### src/hdl/dpdc_pkg.sv
`default_nettype none
package dpdc_pkg;

  localparam logic [11:0] DEV_CTRL_OFFSET   = 12'h098;
  localparam logic [11:0] DEV_STATUS_OFFSET = 12'h09A;
  localparam logic [15:0] DEV_CTRL_RESET    = 16'h2000;

  // Field positions inside the control word; status flags start at dword bit 16
  localparam int RRS_LSB    = 12;
  localparam int PLS_LSB    = 5;
  localparam int UR_EN_BIT  = 3;
  localparam int FAT_EN_BIT = 2;
  localparam int NF_EN_BIT  = 1;
  localparam int COR_EN_BIT = 0;
  localparam int STATUS_LSB = 16;

  localparam logic [2:0] RRS_RESET = 3'h2;
  localparam logic [2:0] PLS_RESET = 3'h0;

  // Size codes 0 to 5: 128 bytes shifted left by the code; codes 6 and 7 give 128 bytes
  localparam logic [12:0] SIZE_BASE_BYTES = 13'h0080;
  localparam logic [2:0]  SIZE_CODE_MAX   = 3'h5;

  // Error classes in the status word
  localparam int ERR_COR = 0;
  localparam int ERR_NF  = 1;
  localparam int ERR_FAT = 2;
  localparam int ERR_UR  = 3;
  localparam int ERR_NUM = 4;

  typedef struct packed {
    logic        valid;
    logic        we;
    logic [11:0] addr;
    logic [3:0]  be;
    logic [31:0] wdata;
  } dpdc_cfg_req_type;

  typedef struct packed {
    logic        ack;
    logic [31:0] rdata;
  } dpdc_cfg_rsp_type;

  typedef struct packed {
    logic [2:0] read_request_size_limit;
    logic [2:0] payload_size_limit;
    logic       unsupported_request_report_enable;
    logic       fatal_report_enable;
    logic       nonfatal_report_enable;
    logic       correctable_report_enable;
  } dpdc_ctrl_type;

endpackage : dpdc_pkg
`default_nettype wire

### src/hdl/dpdc_top.sv
// Behaviour
// - 16-bit control at 98h, resets to 2000h
// - Bit 15 reserved, reads zero
// - Bits 14:12 read request size code
// - Read fetch bounded by limit and line
// - No-snoop enable bit reads zero
// - Aux power PM enable reads zero
// - Phantom function enable reads zero
// - Extended tag enable reads zero
// - Bits 7:5 payload size code, bounds writes
// - Relaxed ordering enable reads zero
// - Unsupported request reported as nonfatal when enabled
// - Fatal error message sent when enabled
// - Nonfatal error message sent when enabled
// - Correctable error message sent when enabled
// - Errors logged in status whatever enables say
`default_nettype none
module dpdc_top (
  input  wire logic                       clk_i,
  input  wire logic                       resetn_i,
  input  wire dpdc_pkg::dpdc_cfg_req_type cfg_req_i,
  output dpdc_pkg::dpdc_cfg_rsp_type      cfg_rsp_o,
  input  wire logic [7:0]                 cache_line_size_i,
  input  wire logic                       correctable_event_i,
  input  wire logic                       nonfatal_event_i,
  input  wire logic                       fatal_event_i,
  input  wire logic                       unsupported_request_i,
  output logic                            err_corr_msg_o,
  output logic                            err_nonfatal_msg_o,
  output logic                            err_fatal_msg_o,
  output logic [12:0]                     read_fetch_bytes_o,
  output logic [12:0]                     payload_max_bytes_o,
  output dpdc_pkg::dpdc_ctrl_type         ctrl_o
);

  dpdc_pkg::dpdc_ctrl_type    ctrl_ff;
  dpdc_pkg::dpdc_cfg_rsp_type rsp_ff;
  logic                       err_corr_ff;
  logic                       err_nf_ff;
  logic                       err_fat_ff;
  logic [12:0]                fetch_ff;
  logic [12:0]                payload_ff;

  logic                         hit_dword;
  logic                         wr_lo;
  logic                         wr_hi;
  logic                         wr_stat;
  logic [15:0]                  ctrl_word;
  logic [dpdc_pkg::ERR_NUM-1:0] events;
  logic [dpdc_pkg::ERR_NUM-1:0] enables;
  logic [dpdc_pkg::ERR_NUM-1:0] clears;
  logic [dpdc_pkg::ERR_NUM-1:0] msg_req;
  logic [dpdc_pkg::ERR_NUM-1:0] detected;
  logic [12:0]                  rrs_bytes;
  logic [12:0]                  line_bytes;

  function automatic logic [12:0] size_bytes(input logic [2:0] code);
    if (code > dpdc_pkg::SIZE_CODE_MAX) begin
      size_bytes = dpdc_pkg::SIZE_BASE_BYTES;
    end else begin
      size_bytes = dpdc_pkg::SIZE_BASE_BYTES << code;
    end
  endfunction : size_bytes

  assign hit_dword = cfg_req_i.valid && (cfg_req_i.addr[11:2] == dpdc_pkg::DEV_CTRL_OFFSET[11:2]);
  assign wr_lo     = hit_dword && cfg_req_i.we && cfg_req_i.be[0];
  assign wr_hi     = hit_dword && cfg_req_i.we && cfg_req_i.be[1];
  assign wr_stat   = hit_dword && cfg_req_i.we && cfg_req_i.be[2];

  // Hardwired zeros at 15, 11..8 and 4
  always_comb begin
    ctrl_word = 16'h0000;
    ctrl_word[dpdc_pkg::RRS_LSB +: 3] = ctrl_ff.read_request_size_limit;
    ctrl_word[dpdc_pkg::PLS_LSB +: 3] = ctrl_ff.payload_size_limit;
    ctrl_word[dpdc_pkg::UR_EN_BIT]    = ctrl_ff.unsupported_request_report_enable;
    ctrl_word[dpdc_pkg::FAT_EN_BIT]   = ctrl_ff.fatal_report_enable;
    ctrl_word[dpdc_pkg::NF_EN_BIT]    = ctrl_ff.nonfatal_report_enable;
    ctrl_word[dpdc_pkg::COR_EN_BIT]   = ctrl_ff.correctable_report_enable;
  end

  // Only writable fields are stored
  always_ff @(posedge clk_i) begin
    if (!resetn_i) begin
      ctrl_ff.read_request_size_limit           <= dpdc_pkg::RRS_RESET;
      ctrl_ff.payload_size_limit                <= dpdc_pkg::PLS_RESET;
      ctrl_ff.unsupported_request_report_enable <= 1'b0;
      ctrl_ff.fatal_report_enable               <= 1'b0;
      ctrl_ff.nonfatal_report_enable            <= 1'b0;
      ctrl_ff.correctable_report_enable         <= 1'b0;
    end else begin
      if (wr_hi) begin
        ctrl_ff.read_request_size_limit <= cfg_req_i.wdata[dpdc_pkg::RRS_LSB +: 3];
      end
      if (wr_lo) begin
        ctrl_ff.payload_size_limit <= cfg_req_i.wdata[dpdc_pkg::PLS_LSB +: 3];
        ctrl_ff.unsupported_request_report_enable <= cfg_req_i.wdata[dpdc_pkg::UR_EN_BIT];
        ctrl_ff.fatal_report_enable       <= cfg_req_i.wdata[dpdc_pkg::FAT_EN_BIT];
        ctrl_ff.nonfatal_report_enable    <= cfg_req_i.wdata[dpdc_pkg::NF_EN_BIT];
        ctrl_ff.correctable_report_enable <= cfg_req_i.wdata[dpdc_pkg::COR_EN_BIT];
      end
    end
  end

  // Status flags, write one to clear
  assign events  = {unsupported_request_i, fatal_event_i, nonfatal_event_i, correctable_event_i};
  assign enables = {ctrl_ff.unsupported_request_report_enable, ctrl_ff.fatal_report_enable,
                    ctrl_ff.nonfatal_report_enable, ctrl_ff.correctable_report_enable};
  assign clears  = wr_stat ? cfg_req_i.wdata[dpdc_pkg::STATUS_LSB +: dpdc_pkg::ERR_NUM]
                           : {dpdc_pkg::ERR_NUM{1'b0}};

  for (genvar g = 0; g < dpdc_pkg::ERR_NUM; g++) begin : g_err
    dpdc_err_channel u_chan (
      .clk_i       (clk_i),
      .resetn_i    (resetn_i),
      .event_i     (events[g]),
      .report_en_i (enables[g]),
      .clear_i     (clears[g]),
      .msg_req_o   (msg_req[g]),
      .detected_o  (detected[g])
    );
  end

  // Error messages toward the root complex
  always_ff @(posedge clk_i) begin
    if (!resetn_i) begin
      err_corr_ff <= 1'b0;
      err_nf_ff   <= 1'b0;
      err_fat_ff  <= 1'b0;
    end else begin
      err_corr_ff <= msg_req[dpdc_pkg::ERR_COR];
      err_fat_ff  <= msg_req[dpdc_pkg::ERR_FAT];
      err_nf_ff   <= msg_req[dpdc_pkg::ERR_NF] | msg_req[dpdc_pkg::ERR_UR];
    end
  end

  // Config read answer one cycle after the request
  always_ff @(posedge clk_i) begin
    if (!resetn_i) begin
      rsp_ff <= '0;
    end else begin
      rsp_ff.ack <= cfg_req_i.valid;
      if (cfg_req_i.valid && !cfg_req_i.we && hit_dword) begin
        rsp_ff.rdata <= {12'h000, detected, ctrl_word};
      end else begin
        rsp_ff.rdata <= 32'h0000_0000;
      end
    end
  end

  // Size limits in bytes for the transaction engines
  assign rrs_bytes  = size_bytes(ctrl_ff.read_request_size_limit);
  assign line_bytes = {3'h0, cache_line_size_i, 2'h0};

  always_ff @(posedge clk_i) begin
    if (!resetn_i) begin
      fetch_ff   <= dpdc_pkg::SIZE_BASE_BYTES << dpdc_pkg::RRS_RESET;
      payload_ff <= dpdc_pkg::SIZE_BASE_BYTES;
    end else begin
      if ((line_bytes != 13'h0000) && (line_bytes < rrs_bytes)) begin
        fetch_ff <= line_bytes;
      end else begin
        fetch_ff <= rrs_bytes;
      end
      payload_ff <= size_bytes(ctrl_ff.payload_size_limit);
    end
  end

  assign cfg_rsp_o           = rsp_ff;
  assign err_corr_msg_o      = err_corr_ff;
  assign err_nonfatal_msg_o  = err_nf_ff;
  assign err_fatal_msg_o     = err_fat_ff;
  assign read_fetch_bytes_o  = fetch_ff;
  assign payload_max_bytes_o = payload_ff;
  assign ctrl_o              = ctrl_ff;

endmodule : dpdc_top
`default_nettype wire

### src/hdl/dpdc_err_channel.sv
`default_nettype none
// One error class: sticky detected flag and gated message request
module dpdc_err_channel (
  input  wire logic clk_i,
  input  wire logic resetn_i,
  input  wire logic event_i,
  input  wire logic report_en_i,
  input  wire logic clear_i,
  output logic      msg_req_o,
  output logic      detected_o
);

  logic detected_ff;

  // Logged regardless of enable; set beats clear
  always_ff @(posedge clk_i) begin
    if (!resetn_i) begin
      detected_ff <= 1'b0;
    end else if (event_i) begin
      detected_ff <= 1'b1;
    end else if (clear_i) begin
      detected_ff <= 1'b0;
    end
  end

  assign msg_req_o  = event_i & report_en_i;
  assign detected_o = detected_ff;

endmodule : dpdc_err_channel
`default_nettype wire

### config.mk
export PLATFORM = sky130hd
export DESIGN_NAME = dpdc_top
export DESIGN_NICKNAME = d
export VERILOG_FILES = /design/src/hdl/dpdc_pkg.sv /design/src/hdl/dpdc_top.sv /design/src/hdl/dpdc_err_channel.sv
export SDC_FILE = /design/constraint.sdc
export NUM_CORES = 1
export LEC_CHECK = 0
export BUFFER_PORTS_ARGS = -buffer_cell sky130_fd_sc_hd__buf_2
export CAP_MARGIN = 20
export CORE_MARGIN = 2
export CORE_UTILIZATION = 37
export DETAILED_ROUTE_END_ITERATION = 8
export PLACE_DENSITY = 0.75
export RECOVER_POWER = 100
export SYNTH_ARGS = -nofsm -noshare
export SYNTH_HDL_FRONTEND = slang
export SYNTH_HIERARCHICAL = 1
export SYNTH_SLANG_ARGS = --single-unit
export TNS_END_PERCENT = 5
### constraint.sdc
create_clock -name clk_i -period 2 [get_ports clk_i]
set_clock_uncertainty 0.2 [all_clocks]
set_input_delay 0.1 -clock clk_i [delete_from_list [all_inputs] [get_ports clk_i]]
set_output_delay 0.1 -clock clk_i [all_outputs]
set_load 0.05 [all_outputs]
[Word level (Yosys, flattened, before mapping)]
Cells that the tools add are included.
Widths: inputs -> output; s select.
Storage, ports and cells
  flip-flop bits (word level): 76
  bits of input ports: 64
Cells by class
  $lt $le $gt $ge: 3
  eq/ne operators: 1
  shift-type cells: 2
  multiplexer cells: 11
  bitwise operators: 6
  reduce and logical (&&, ||, !) cells: 17
Operators with widths (number)
  $shl 8x3->13 const A: 2
  $lt 10x13->1: 1
  $mux 13: 1
  $reduce_bool 13->1: 1
  $eq 10x6->1 const B: 1
  $mux 10: 1
  $logic_and 1x1->1: 8
  $mux 1: 8
  $reduce_bool 2->1: 4
  $gt 3x3->1 const B: 2
  $and 1x1->1: 4
  $mux 4: 1
  $reduce_or 2->1: 2
  $reduce_and 2->1: 1
  $logic_not 1->1: 1
  $not 1->1: 1
  $or 1x1->1: 1

[Longest topological paths before layout]
Gate-level depths: netlist of run 1.
  depth in word-level cells: 7
  gate-level depth with buffers: 8

[Cells and area by module]
The synthesis of run 1 kept the hierarchy.
Modules (own cells, without submodules)
  dpdc_top: instances 1, cells an instance 173, area an instance 1850.5 um2, seq. area each 900.9 um2
  dpdc_err_channel: instances 4, cells an instance 4, area an instance 47.5 um2, seq. area each 20.0 um2

[Worst setup path after synthesis of run 1]
OpenSTA, ideal clock, no wires.
  kind: register to register
  start point: register ctrl_ff (netlist bit ctrl_o[8])
  end point: register fetch_ff[9], in the netlist read_fetch_bytes_o[9]
  arrival: 2.154 ns
  required time: 1.665 ns
  path slack: -0.488 ns
  stages on the path, launching flop included: 9
  clock period less this slack: 2.488 ns
  cells stage by stage: dfxtp_1 -> buf_2 -> nor3_1 -> a21oi_1 -> ha_1 -> o211ai_1 -> a221oi_4 -> nor3b_2 -> a22oi_1
On the way
  cells in the longest elaborated chain, start to end: 5
  elaborated cells between the ends (all ways): 6
RTL lines
  start, declared: RTL line dpdc_top.sv:36  | dpdc_pkg::dpdc_ctrl_type ctrl_ff;
  $gt 3x3->1 or $shl 8x3->13 (tied branches): RTL line dpdc_top.sv:58, dpdc_top.sv:61
  $mux 13 *: RTL line dpdc_top.sv:58  | if (code > dpdc_pkg::SIZE_CODE_MAX) begin
  $lt 10x13->1: RTL line dpdc_top.sv:159  | if ((line_bytes != 13'h0000) && (line_bytes < rrs_bytes)) begin
  $logic_and 1x1->1: RTL line dpdc_top.sv:159
  $mux 10 *: RTL line dpdc_top.sv:159
  end signal, assigned: RTL line dpdc_top.sv:156  | fetch_ff <= dpdc_pkg::SIZE_BASE_BYTES << dpdc_pkg::RRS_RESET;
  end signal, assigned: RTL line dpdc_top.sv:160  | fetch_ff <= line_bytes;
  end signal, assigned: RTL line dpdc_top.sv:162  | fetch_ff <= rrs_bytes;
  end, declared: RTL line dpdc_top.sv:41  | logic [12:0] fetch_ff;
Mark *: on every way between the ends. The rest lies on a longest branch, timed or not.
A chain may end at the register's enable or synchronous reset.

[Final worst setup path of run 1]
  start point: register ctrl_ff (netlist bit ctrl_o[7])
  end point: register fetch_ff[3], in the netlist read_fetch_bytes_o[3]
The elaborated chain is that of the path after synthesis.

==> results of run 1 <==
worst max-delay path: stages, from the launching register on:
cell and delay [ns]:
dfxtp_4 0.38, nor2b_2 0.21, nand2b_4 0.07, ha_1 0.27, o211ai_1 0.13, a221oi_4 0.31
nor3b_2 0.11, buf_4 0.16, and2_1 0.15
area by class of cell:
cell class | count | area share [%]
flip-flops and latches | 49 | 33.93
multi-input cells | 132 | 32.48
repair buffers | 129 | 26.13
clock buffers | 7 | 4.076
well taps | 72 | 3.089
clock inverters | 1 | 0.1716
inverters | 1 | 0.1287
timing repair:
action / 4_1_cts / 5_1_grt
hold endpoints to repair: 27 / 0
endpoints found under the setup margin: 11 / 11
setup buffers: 3 / 0
hold buffers: 29 / 0
gates resized for setup: 4 / 1
cloned: 0 / 0
pin swaps: 9 / 1
synthesized netlist by cell type:
library cell  instances
a21oi_1               3
a221oi_4              1
a22oi_1               1
and2_1               30
and2b_1               1
and3_1                5
and3b_1               2
and4_1                1
and4bb_2              2
buf_2                 3
buf_4                27
clkbuf_1              2
clkbuf_2              1
conb_1                1
dfxtp_1              49
ha_1                  3
inv_1                 1
mux2i_1              10
nand2_1               5
nand2b_1              1
nand4_2               1
nor2_1                2
nor2_4                1
nor2b_1              10
nor2b_2               1
nor2b_4               4
nor3_1                3
nor3b_1               3
nor3b_2               1
nor4b_1               1
nor4b_2               1
o211ai_1              1
o21a_1                6
o21ai_2               1
o2bb2ai_1             2
or4_4                 2
final timing paths:
kind	to	start	depth (start not counted)
setup / recovery	read_fetch_bytes_o[3]$_SDFF_PN0_	ctrl_o[7]$_SDFFE_PN0P_	8
hold / removal	g_err[3].u_chan/detected_o$_SDFFE_PN0P_	cfg_req_i[19]	4
setup reg to reg	read_fetch_bytes_o[3]$_SDFF_PN0_	ctrl_o[7]$_SDFFE_PN0P_	8
hold reg to reg	cfg_rsp_o[19]$_SDFF_PN0_	g_err[3].u_chan/detected_o$_SDFFE_PN0P_	1
per-stage QoR:
stage	std cells	worst slack, ns
6_report	391	-0.08907
3_3_place_gp	351	-0.04452
5_1_grt	391	-0.1776
3_5_place_dp	351	-0.09447
2_1_floorplan	215	-0.1541
4_1_cts	391	-0.1038
registers in the layout (all words and copies together) (netlist names):
register,flops
ctrl_o,10
err_fatal_msg_o,1
err_nonfatal_msg_o,1
read_fetch_bytes_o,11
g_err.u_chan/detected_o,4
err_corr_msg_o,1
cfg_rsp_o,15
payload_max_bytes_o,6
metal layers:
metal	track usage, %	share of wire, %
met1	14.41	38
met2	27.50	54
met3	2.874	7.1
met4	4.561	1.5
met5	0	0
placed cells by master (no fill, tap or decap), types with 2 or more instances in the layout:
| master | instances |
|---|---|
| and2_0 | 3 |
| o2bb2ai_1 | 2 |
| nand2_1 | 5 |
| and4bb_2 | 2 |
| clkbuf_1 | 47 |
| and2_1 | 26 |
| or4_4 | 2 |
| nor2_1 | 2 |
| dfxtp_4 | 2 |
| clkbuf_16 | 2 |
| mux2i_1 | 10 |
| nor2b_1 | 10 |
| a21oi_1 | 2 |
| clkbuf_8 | 5 |
| and3_1 | 5 |
| and3b_1 | 2 |
| o21a_1 | 6 |
| nor3_1 | 2 |
| ha_1 | 3 |
| buf_4 | 12 |
| conb_1 | 27 |
| nor3b_2 | 2 |
| nor4b_1 | 2 |
| buf_2 | 41 |
| nor3b_1 | 2 |
| dlygate4sd3_1 | 29 |
| dfxtp_1 | 46 |
| nor2b_4 | 4 |
report_power, final:
part | internal (W) | switching (W) | leakage [nW]
registers | 0.000987 | 0.00000487 | 0.399
logic | 0.000103 | 0.000201 | 0.874
clock network | 0.000396 | 0.000310 | 0.0645
cells by family (layout without fill, tap and decap cells):
logic type                 count (synthesis)  in the layout
and+or+nand+nor                           77             77
DFF                                       49             49
muxes                                     10             10
buffers and inverters                     34            138
other                                      1             27
adders and majority gates                  3              3
AOI/OAI and AO/OA                         15             15
==> summary.md, run 1 <==
| Metric | Value |
|---|---|
| Status | `finished, violations left` |
| Failing checks | `setup timing` |
| Post-synthesis cell count | `about 190` |
| Compound-Gate Fraction of Synth Area | `6.254%` |
| Post-Synth Simple-Gate Area | `a little over a quarter` |
| Initial antenna violation count | `0` |
| RSZ-0062 raised after global routing | `true` |
| Antenna fix cells | `0` |
| Lkg Pwr | `about 1.3 nW` |
| CTS tree | `built` |
| Clk sinks | `49` |
| Synth Area per Inst | `10.80 um2` |
| Clock Tree Buf Depth | `2` |
| Worst skew pair latency | `just under 0.3 ns` |
| Worst-margin pin slew | `0.6308 ns` |
| Critical Path RT | `about 2 ns` |
| Synthesized area | `2041 um2` |
| Via density per instance | `around 4.2` |
| H-tree levels | `2` |
| 1st-pass router iterations | `4` |
| Fillers | `523` |
| Multi-input gate area | `between 900 and 1000 um2` |
| Initial Util | `approximately 38%` |
| Worst min-delay path category | `in -> reg` |
| Register area share after synthesis | `around 48%` |
| Post-Route WL | `roughly 4300 um` |
| Worst slew margin | `58.12%` |
| Register area | `989.7 um2` |
| CTS root buffer | `clkbuf_8` |
| Grt total ovfl | `0` |
| Period minus WS final | `2.089 ns` |
| Yosys top cell area share | `48.07%` |
| Synthesis Warnings | `6` |
| Reg clk slew, reported paths | `around 0.090 ns` |
| Worst Path Arrival | `about 2.1 ns` |
| WHS | `0.06875 ns` |
| Max-cap violations | `0` |
| Xor and xnor area share after synthesis | `0%` |
| Endpoints failing hold | `0` |
| R2r setup slk | `-0.09 ns` |
| Layout cells sized above 1 | `a little over a quarter` |
| Top Ports | `136` |
| Die X-Extent | `between 70 and 80 um` |
| Max Fanout on Critical Path | `5` |
| Largest net degree at the start of global routing | `17` |
| Placed cell areas | `2522 um2` |
| Fin worst setup slack | `-0.08907 ns` |
| CP Capture Type | `flip-flop` |
| Slew Viols, Final | `0` |
| Nets | `~390` |
| PD cells | `between 600 and 700 nW/um2` |
| Hpwl dp | `a little over 3000 um` |
| Placer congestion estimate | `about 0.78` |
| CTS Buf Count | `5` |
| Top post-synthesis cells by area | `dfxtp_1 48%, buf_4 9.9%, and2_1 9.2%` |
| Final Cycle Share | `104.5%` |
| Core area | `~5400 um2` |
| Die area | `6125 um2` |
| Port bufs | `87` |
| Global-route wire length before repair | `between 6000 and 7000 um` |
| Largest family of logic cells by synthesized area | `simple AND/OR/NAND/NOR gates` |
| Synth-to-layout area growth | `42.92%` |
| Setup crit start kind | `flip-flop` |
| ANT nets after route | `0` |
| Total Power | `between 0.002 and 0.0025 W` |
| Vias post-DR | `about 1600` |
| Peak VDD IR | `around 0.29 mV` |
| Fmax | `478.7 MHz` |
| Row count | `27` |
| Dominant cell type by area after synthesis | `dfxtp_1` |
| GRT Resource Usage Total | `approximately 14%` |
| Mux contribution to synthesized area | `around 4.9%` |
| Final core utilization | `53.96%` |
| Synth Area in Adders | `under 10%` |
| DR WL/cell | `between 10 and 15 um` |
| Post-synth cell types | `36` |
| Detailed-route DRC error count | `0` |
| Setup violations, final | `9` |
| Total negative slack | `-0.5054 ns` |
| Final Instance Area | `between 2000 and 3000 um2` |
| Worst setup path class | `reg -> reg` |
| Vias in the first global route | `between 1000 and 1500` |
| Initial DRC Count | `31` |
| Die H | `slightly below 80 um` |
| Yosys reg bits | `49` |
(Power assumes the default switching activity.)
==> run 2, diff against run 1 <==
RECOVER_POWER = 25   (was 100)
==> run 2 against run 1 <==
- the flow still finishes with violations (setup timing)
- combinational power increased by 1%
- critical path depth unchanged
- sequential share of layout area decreased by 0.49 points
- cell count unchanged
==> summary.md, run 2 (synthesis results as in run 1) <==
| Metric | Value |
|---|---|
| Status | `finished, violations left` |
| Failing checks | `setup timing` |
| Critical Path RT | `1.99 ns (about the same)` |
| R2r setup slk | `-0.09 ns (about the same)` |
| Detailed-route DRC error count | `0 (unchanged)` |
| Slew Viols, Final | `0 (unchanged)` |
| Die X-Extent | `78.27 um (unchanged)` |
| Clk sinks | `49 (unchanged)` |
| Worst setup path class | `reg -> reg` |
| CP Capture Type | `flip-flop` |
| Multi-input gate area | `953.4 um2 (+0.66%)` |
| Synth-to-layout area growth | `45.00%` |
| Worst skew pair latency | `0.29 ns (about the same)` |
| Total negative slack | `-0.4767 ns (+0.02868 ns)` |
| Peak VDD IR | `0.2879 mV (about the same)` |
| RSZ-0062 raised after global routing | `true` |
| R2R cell count | `8 (unchanged)` |
| DR WL/cell | `11.09 um (+0.35%)` |
| Vias post-DR | `1656 (+0.61%)` |
| Row count | `27 (unchanged)` |
| Core area | `5405 um2 (unchanged)` |
| Hold path startpoint | `cfg_req_i[19]` |
| Die area | `6125 um2 (unchanged)` |
| Final Instance Area | `2959 um2 (+1.5%)` |
| Nets | `385 (unchanged)` |
| CTS root buffer | `clkbuf_8` |
| Placer congestion estimate | `0.7791 (unchanged)` |
| Clock Tree Buf Depth | `2 (unchanged)` |
| Layout cells sized above 1 | `34.80% (+8.8 points)` |
| Max reg flops | `15 (unchanged)` |
| Vias in the first global route | `1483 (unchanged)` |
| Initial Util | `37.75% (unchanged)` |
| Register area | `989.7 um2 (unchanged)` |
| Total Power | `0.002005 W (+0.14%)` |
| Worst min-delay path category | `in -> reg` |
| Max Fanout on Critical Path | `5 (unchanged)` |
| Global-route wire length before repair | `6762 um (unchanged)` |
| Worst-margin pin slew | `0.6191 ns (-0.01176 ns)` |
| Worst slew margin | `58.91% (+0.78 points)` |
| Endpoints failing hold | `0 (unchanged)` |
| GRT Resource Usage Total | `13.91% (unchanged)` |
| Top routing layer used | `met4` |
| Setup crit start kind | `flip-flop` |
| FF-to-FF End | `read_fetch_bytes_o[3]$_SDFF_PN0_` |
| Via density per instance | `4.235 (+0.61%)` |
| CTS Buf Count | `5 (unchanged)` |
| Antenna fix cells | `0 (unchanged)` |
| Setup WS pre-CTS | `-0.09447 ns (unchanged)` |
| Hpwl dp | `3052 um (unchanged)` |
| Reg2Reg Launch Point | `ctrl_o[7]$_SDFFE_PN0P_` |
| Die H | `78.27 um (unchanged)` |
| 1st-pass router iterations | `4 (unchanged)` |
| Fillers | `506 (-3.3%)` |
| Worst Path Arrival | `2.08 ns (about the same)` |
| Placed cell areas | `2522 um2 (unchanged)` |
| Fin worst setup slack | `-0.08570 ns (+0.003373 ns)` |
| Worst hold endpoint | `g_err[3].u_chan/detected_o$_SDFFE_PN0P_` |
| Grt total ovfl | `0 (unchanged)` |
| ANT nets after route | `0 (unchanged)` |
| Initial antenna violation count | `0 (unchanged)` |
| Lkg Pwr | `1.447 nW (+8.1%)` |
| Post-Route WL | `4337 um (+0.35%)` |
| Initial DRC Count | `34 (+9.7%)` |
| Wire length on met2 | `2323 um (about the same)` |
| Detail Route met3 WL | `298 um (-2.3%)` |
| Reg clk slew, reported paths | `0.09 ns (about the same)` |
| Final Cycle Share | `104.3% (-0.17 points)` |
| H-tree levels | `2 (unchanged)` |
| Setup violations, final | `9 (unchanged)` |
| Port bufs | `87 (unchanged)` |
| Top Ports | `136 (unchanged)` |
| Leading cell type in the layout, fill and taps excluded | `buf_2` |
| Max-cap violations | `0 (unchanged)` |
| PD cells | `677.5 nW/um2 (-1.3%)` |
| Most frequent cells in the layout | `67 x buf_2, 46 x dfxtp_1, 29 x and2_1, 29 x dlygate4sd3_1, 27 x conb_1` |
| Fmax | `479.5 MHz (+0.16%)` |
| Period minus WS final | `2.086 ns (-0.003373 ns)` |
| Largest net degree at the start of global routing | `17 (unchanged)` |
| Met1 wire length | `1655 um (+1.5%)` |
| CTS tree | `built` |
| Hold Crit Depth | `4 (unchanged)` |
==> run 2: changes by cell type in the layout (fill, tap and decap cells not counted) <==
cell	before	now
buf_4	12	13
clkbuf_1	47	20
and2_1	26	29
nor4b_2	0	1
nor4b_1	2	1
and2_0	3	0
buf_2	41	67
==> run 2: cell type report <==
type / instances / area share, %
inverter: 1 / 0.1268
sequential: 49 / 33.45
clock buffer: 7 / 4.017
timing repair buffer: 129 / 26.98
tap: 72 / 3.044
multi-input combinational: 132 / 32.22
clock inverter: 1 / 0.1691
==> run 2: worst max-delay path, stage by stage (launching register included) <==
cell      delay [ns]
dfxtp_4         0.38
nor2b_2         0.21
nand2b_4        0.07
ha_1            0.27
o211ai_1        0.13
a221oi_4        0.31
nor3b_2         0.11
buf_4           0.16
and2_1          0.15
==> run 2: worst max-delay path by stage <==
stage,to,slack [ns],from
after global routing,read_fetch_bytes_o[2]$_SDFF_PN0_,-0.18,ctrl_o[8]$_SDFFE_PN1P_
final,read_fetch_bytes_o[3]$_SDFF_PN0_,-0.09,ctrl_o[7]$_SDFFE_PN0P_
after CTS,read_fetch_bytes_o[6]$_SDFF_PN0_,-0.10,ctrl_o[8]$_SDFFE_PN1P_
after floorplan,read_fetch_bytes_o[9]$_SDFF_PN1_,-0.15,ctrl_o[8]$_SDFFE_PN1P_
after global placement,read_fetch_bytes_o[3]$_SDFF_PN0_,-0.04,ctrl_o[7]$_SDFFE_PN0P_
after detailed placement,read_fetch_bytes_o[6]$_SDFF_PN0_,-0.09,ctrl_o[7]$_SDFFE_PN0P_
==> run 2: through the flow <==
step	utilization (%)	instances	hold slack, ns
floorplan	-	215	0.01689
global placement	46.67	351	0.1189
detailed placement	46.67	351	0.1206
CTS	55.09	391	0.06229
global route	54.75	391	0.06999
finish	54.75	391	0.06670
==> run 2: what timing repair did <==
action / 4_1_cts / 5_1_grt
hold buffers: 29 / 0
resized for setup: 4 / 1
endpoints found under the hold margin: 27 / 0
cloned: 0 / 0
pin swaps: 9 / 1
buffers inserted: 3 / 0
endpoints found under the setup margin: 11 / 11
==> run 2: metal layers <==
metal	GRT usage, %	vias to the layer above
met5	0	-
met1	14.41	748
met3	2.874	7
met2	27.50	68
li1	-	833
met4	4.561	0
==> run 2: report_power, final <==
group | internal [W] | switching [W]
sequential | 0.000987 | 0.00000470
clock | 0.000396 | 0.000309
combinational | 0.000107 | 0.000201
total | 0.00149 | 0.000515
==> run 3, diff against run 2 <==
==> constraint.sdc (replaced) <==
create_clock -name clk_i -period 2 [get_ports clk_i]
set_clock_uncertainty 0.2 [all_clocks]
set_input_delay 0.4 -clock clk_i [delete_from_list [all_inputs] [get_ports clk_i]]
set_output_delay 0.4 -clock clk_i [all_outputs]
set_load 0.05 [all_outputs]
==> run 3 against run 2 <==
- the flow still finishes with violations (setup timing)
- total power down 6.8%
- register-to-register slack better by 0.02 ns
- clock-buffer cell count unchanged
- via count shrank 5.8%
- combinational power decreased by 13%
- worst setup slack improved by 0.024 ns
==> summary.md, run 3 (synthesis results as in run 1) <==
| Metric | Value |
|---|---|
| Status | `finished, violations left` |
| Failing checks | `setup timing` |
| Slew Viols, Final | `0 (unchanged)` |
| CP Capture Type | `flip-flop` |
| Vias in the first global route | `1478 (-0.34%)` |
| Worst-margin pin slew | `0.5964 ns (-0.02268 ns)` |
| PD cells | `688.7 nW/um2 (+1.7%)` |
| CTS Buf Count | `5 (unchanged)` |
| Post-Route WL | `4079 um (-5.9%)` |
| Fillers | `535 (+5.7%)` |
| Max reg flops | `15 (unchanged)` |
| Sw Ratio | `26.46% (+0.78 points)` |
| Die H | `78.27 um (unchanged)` |
| Fmax | `485.0 MHz (+1.2%)` |
| Detailed-route DRC error count | `0 (unchanged)` |
| Clock Tree Buf Depth | `2 (unchanged)` |
| Period minus WS final | `2.062 ns (-0.02374 ns)` |
| RSZ-0062 raised after global routing | `true` |
| Lkg Pwr | `1.368 nW (-5.4%)` |
| Most frequent cells in the layout | `76 x buf_2, 46 x dfxtp_1, 29 x and2_1` |
| Nets | `364 (-5.5%)` |
| CTS root buffer | `clkbuf_8` |
| Via density per instance | `4.216 (-0.45%)` |
| Global-route wire length before repair | `6624 um (-2.0%)` |
| Initial DRC Count | `31 (-8.8%)` |
| Die X-Extent | `78.27 um (unchanged)` |
| Antenna fix cells | `0 (unchanged)` |
| Row count | `27 (unchanged)` |
| Part of the power in registers | `53.1% (+3.6 points)` |
| Reg clk slew, reported paths | `0.08 ns (about the same)` |
| Hpwl dp | `3063 um (+0.36%)` |
| DR WL/cell | `11.02 um (-0.61%)` |
| Leading cell type in the layout, fill and taps excluded | `buf_2` |
| Part of the power in combinational logic | `14.4% (-1.0 points)` |
| Endpoints failing hold | `0 (unchanged)` |
| H-tree levels | `2 (unchanged)` |
| Port bufs | `87 (unchanged)` |
| Total Power | `0.001868 W (-6.8%)` |
| Final Instance Area | `2713 um2 (-8.3%)` |
| Final Cycle Share | `103.1% (-1.2 points)` |
| Top Ports | `136 (unchanged)` |
| Layout cells sized above 1 | `42.28% (+7.5 points)` |
| Critical Path RT | `1.99 ns (about the same)` |
| CTS tree | `built` |
| Initial Util | `37.75% (unchanged)` |
| Worst skew pair latency | `0.29 ns (about the same)` |
| 1st-pass router iterations | `4 (unchanged)` |
| Fin worst setup slack | `-0.06196 ns (+0.02374 ns)` |
| Worst Path Arrival | `2.05 ns (-0.03 ns)` |
| Worst min-delay path category | `in -> reg` |
| Grt total ovfl | `0 (unchanged)` |
| Core area | `5405 um2 (unchanged)` |
| Clk sinks | `49 (unchanged)` |
| Placed cell areas | `2537 um2 (+0.60%)` |
| Placer congestion estimate | `0.7629 (-2.1%)` |
| Worst slew margin | `60.41% (+1.5 points)` |
| Max Fanout on Critical Path | `7 (+2)` |
| Clk network pwr share | `32.5% (-2.7 points)` |
| GRT Resource Usage Total | `13.74% (-0.17 points)` |
| Synth-to-layout area growth | `32.92%` |
| Switching pwr | `0.0004944 W (-4.0%)` |
| Total negative slack | `-0.4064 ns (+0.07039 ns)` |
| Initial antenna violation count | `0 (unchanged)` |
| Max-cap violations | `0 (unchanged)` |
| Vias post-DR | `1560 (-5.8%)` |
| Setup crit start kind | `flip-flop` |
| Worst setup path class | `reg -> reg` |
| Peak VDD IR | `0.2895 mV (+0.58%)` |
| Largest net degree at the start of global routing | `15 (-2)` |
| Internal power | `0.001374 W (-7.8%)` |
| Setup violations, final | `8 (-1)` |
| ANT nets after route | `0 (unchanged)` |
| Die area | `6125 um2 (unchanged)` |
| WHS | `0.1153 ns (+0.04855 ns)` |
==> run 3: changes by cell type in the layout (fill, tap and decap cells not counted), sizes merged <==
cell,delta
dlygate4sd3,-29
buf,+15
clkbuf,-7
==> run 3: power groups by stage <==
| stage | Clock [W] | Sequential (W) | Combinational, W |
|---|---|---|---|
| 6_report | 0.000607 | 0.000992 | 0.000269 |
| 5_1_grt | 0.000671 | 0.000994 | 0.000285 |
| 4_1_cts | 0.000627 | 0.000992 | 0.000271 |
| 3_5_place_dp | 0 | 0.00102 | 0.000266 |
| 3_3_place_gp | 0 | 0.00101 | 0.000263 |
| 2_1_floorplan | 0 | 0.00105 | 0.000201 |
==> run 3: repair_timing <==
action                     CTS  global route
resized for setup            6             0
setup buffers                9             0
pin swaps                   10             3
hold buffers                 0             0
setup endpoints to repair   10            11
==> run 3: worst paths after layout <==
kind | cells after the start | end | start | slack, ns
worst max register to register | 8 | read_fetch_bytes_o[4]$_SDFF_PN0_ | ctrl_o[7]$_SDFFE_PN0P_ | -0.06
worst min-delay path | 3 | ctrl_o[8]$_SDFFE_PN1P_ | cfg_req_i[13] | 0.12
worst min register to register | 1 | cfg_rsp_o[17]$_SDFF_PN0_ | g_err[1].u_chan/detected_o$_SDFFE_PN0P_ | 0.26
worst max-delay path | 8 | read_fetch_bytes_o[4]$_SDFF_PN0_ | ctrl_o[7]$_SDFFE_PN0P_ | -0.06
==> run 3: layout make-up <==
cell class	instances	area, um2	area share [%]
Inverter	1	3.754	0.1384
Multi-Input combinational cell	132	955.9	35.24
Clock inverter	1	5.005	0.1845
Timing Repair Buffer	108	571.8	21.08
Tap cell	72	90.09	3.321
Sequential cell	49	989.7	36.49
Clock buffer	7	96.34	3.552
==> run 3: worst max-delay path: stages, from the launching register on <==
cell,delay [ns]
dfxtp_4,0.38
nor2b_4,0.15
nand2b_1,0.10
ha_1,0.29
o211ai_1,0.12
a221oi_4,0.32
nor3b_2,0.09
buf_4,0.17
and2_1,0.13
==> run 3: layer usage <==
metal	GRT usage, %	part of all wire (%)	vias to the layer above
met3	3.678	7.4	7
met4	5.614	1.9	0
met2	25.78	53	64
met1	14.41	37	696
li1	-	-	793
met5	0	0	-
==> run 3: metrics by stage <==
| step | instances | worst slack [ns] | utilization [%] |
|---|---|---|---|
| 2_1_floorplan | 215 | -0.1541 | - |
| 3_3_place_gp | 353 | -0.04955 | 46.94 |
| 3_5_place_dp | 353 | -0.07134 | 46.94 |
| 4_1_cts | 370 | -0.04289 | 50.58 |
| 5_1_grt | 370 | -0.1476 | 50.19 |
| 6_report | 370 | -0.06196 | 50.19 |
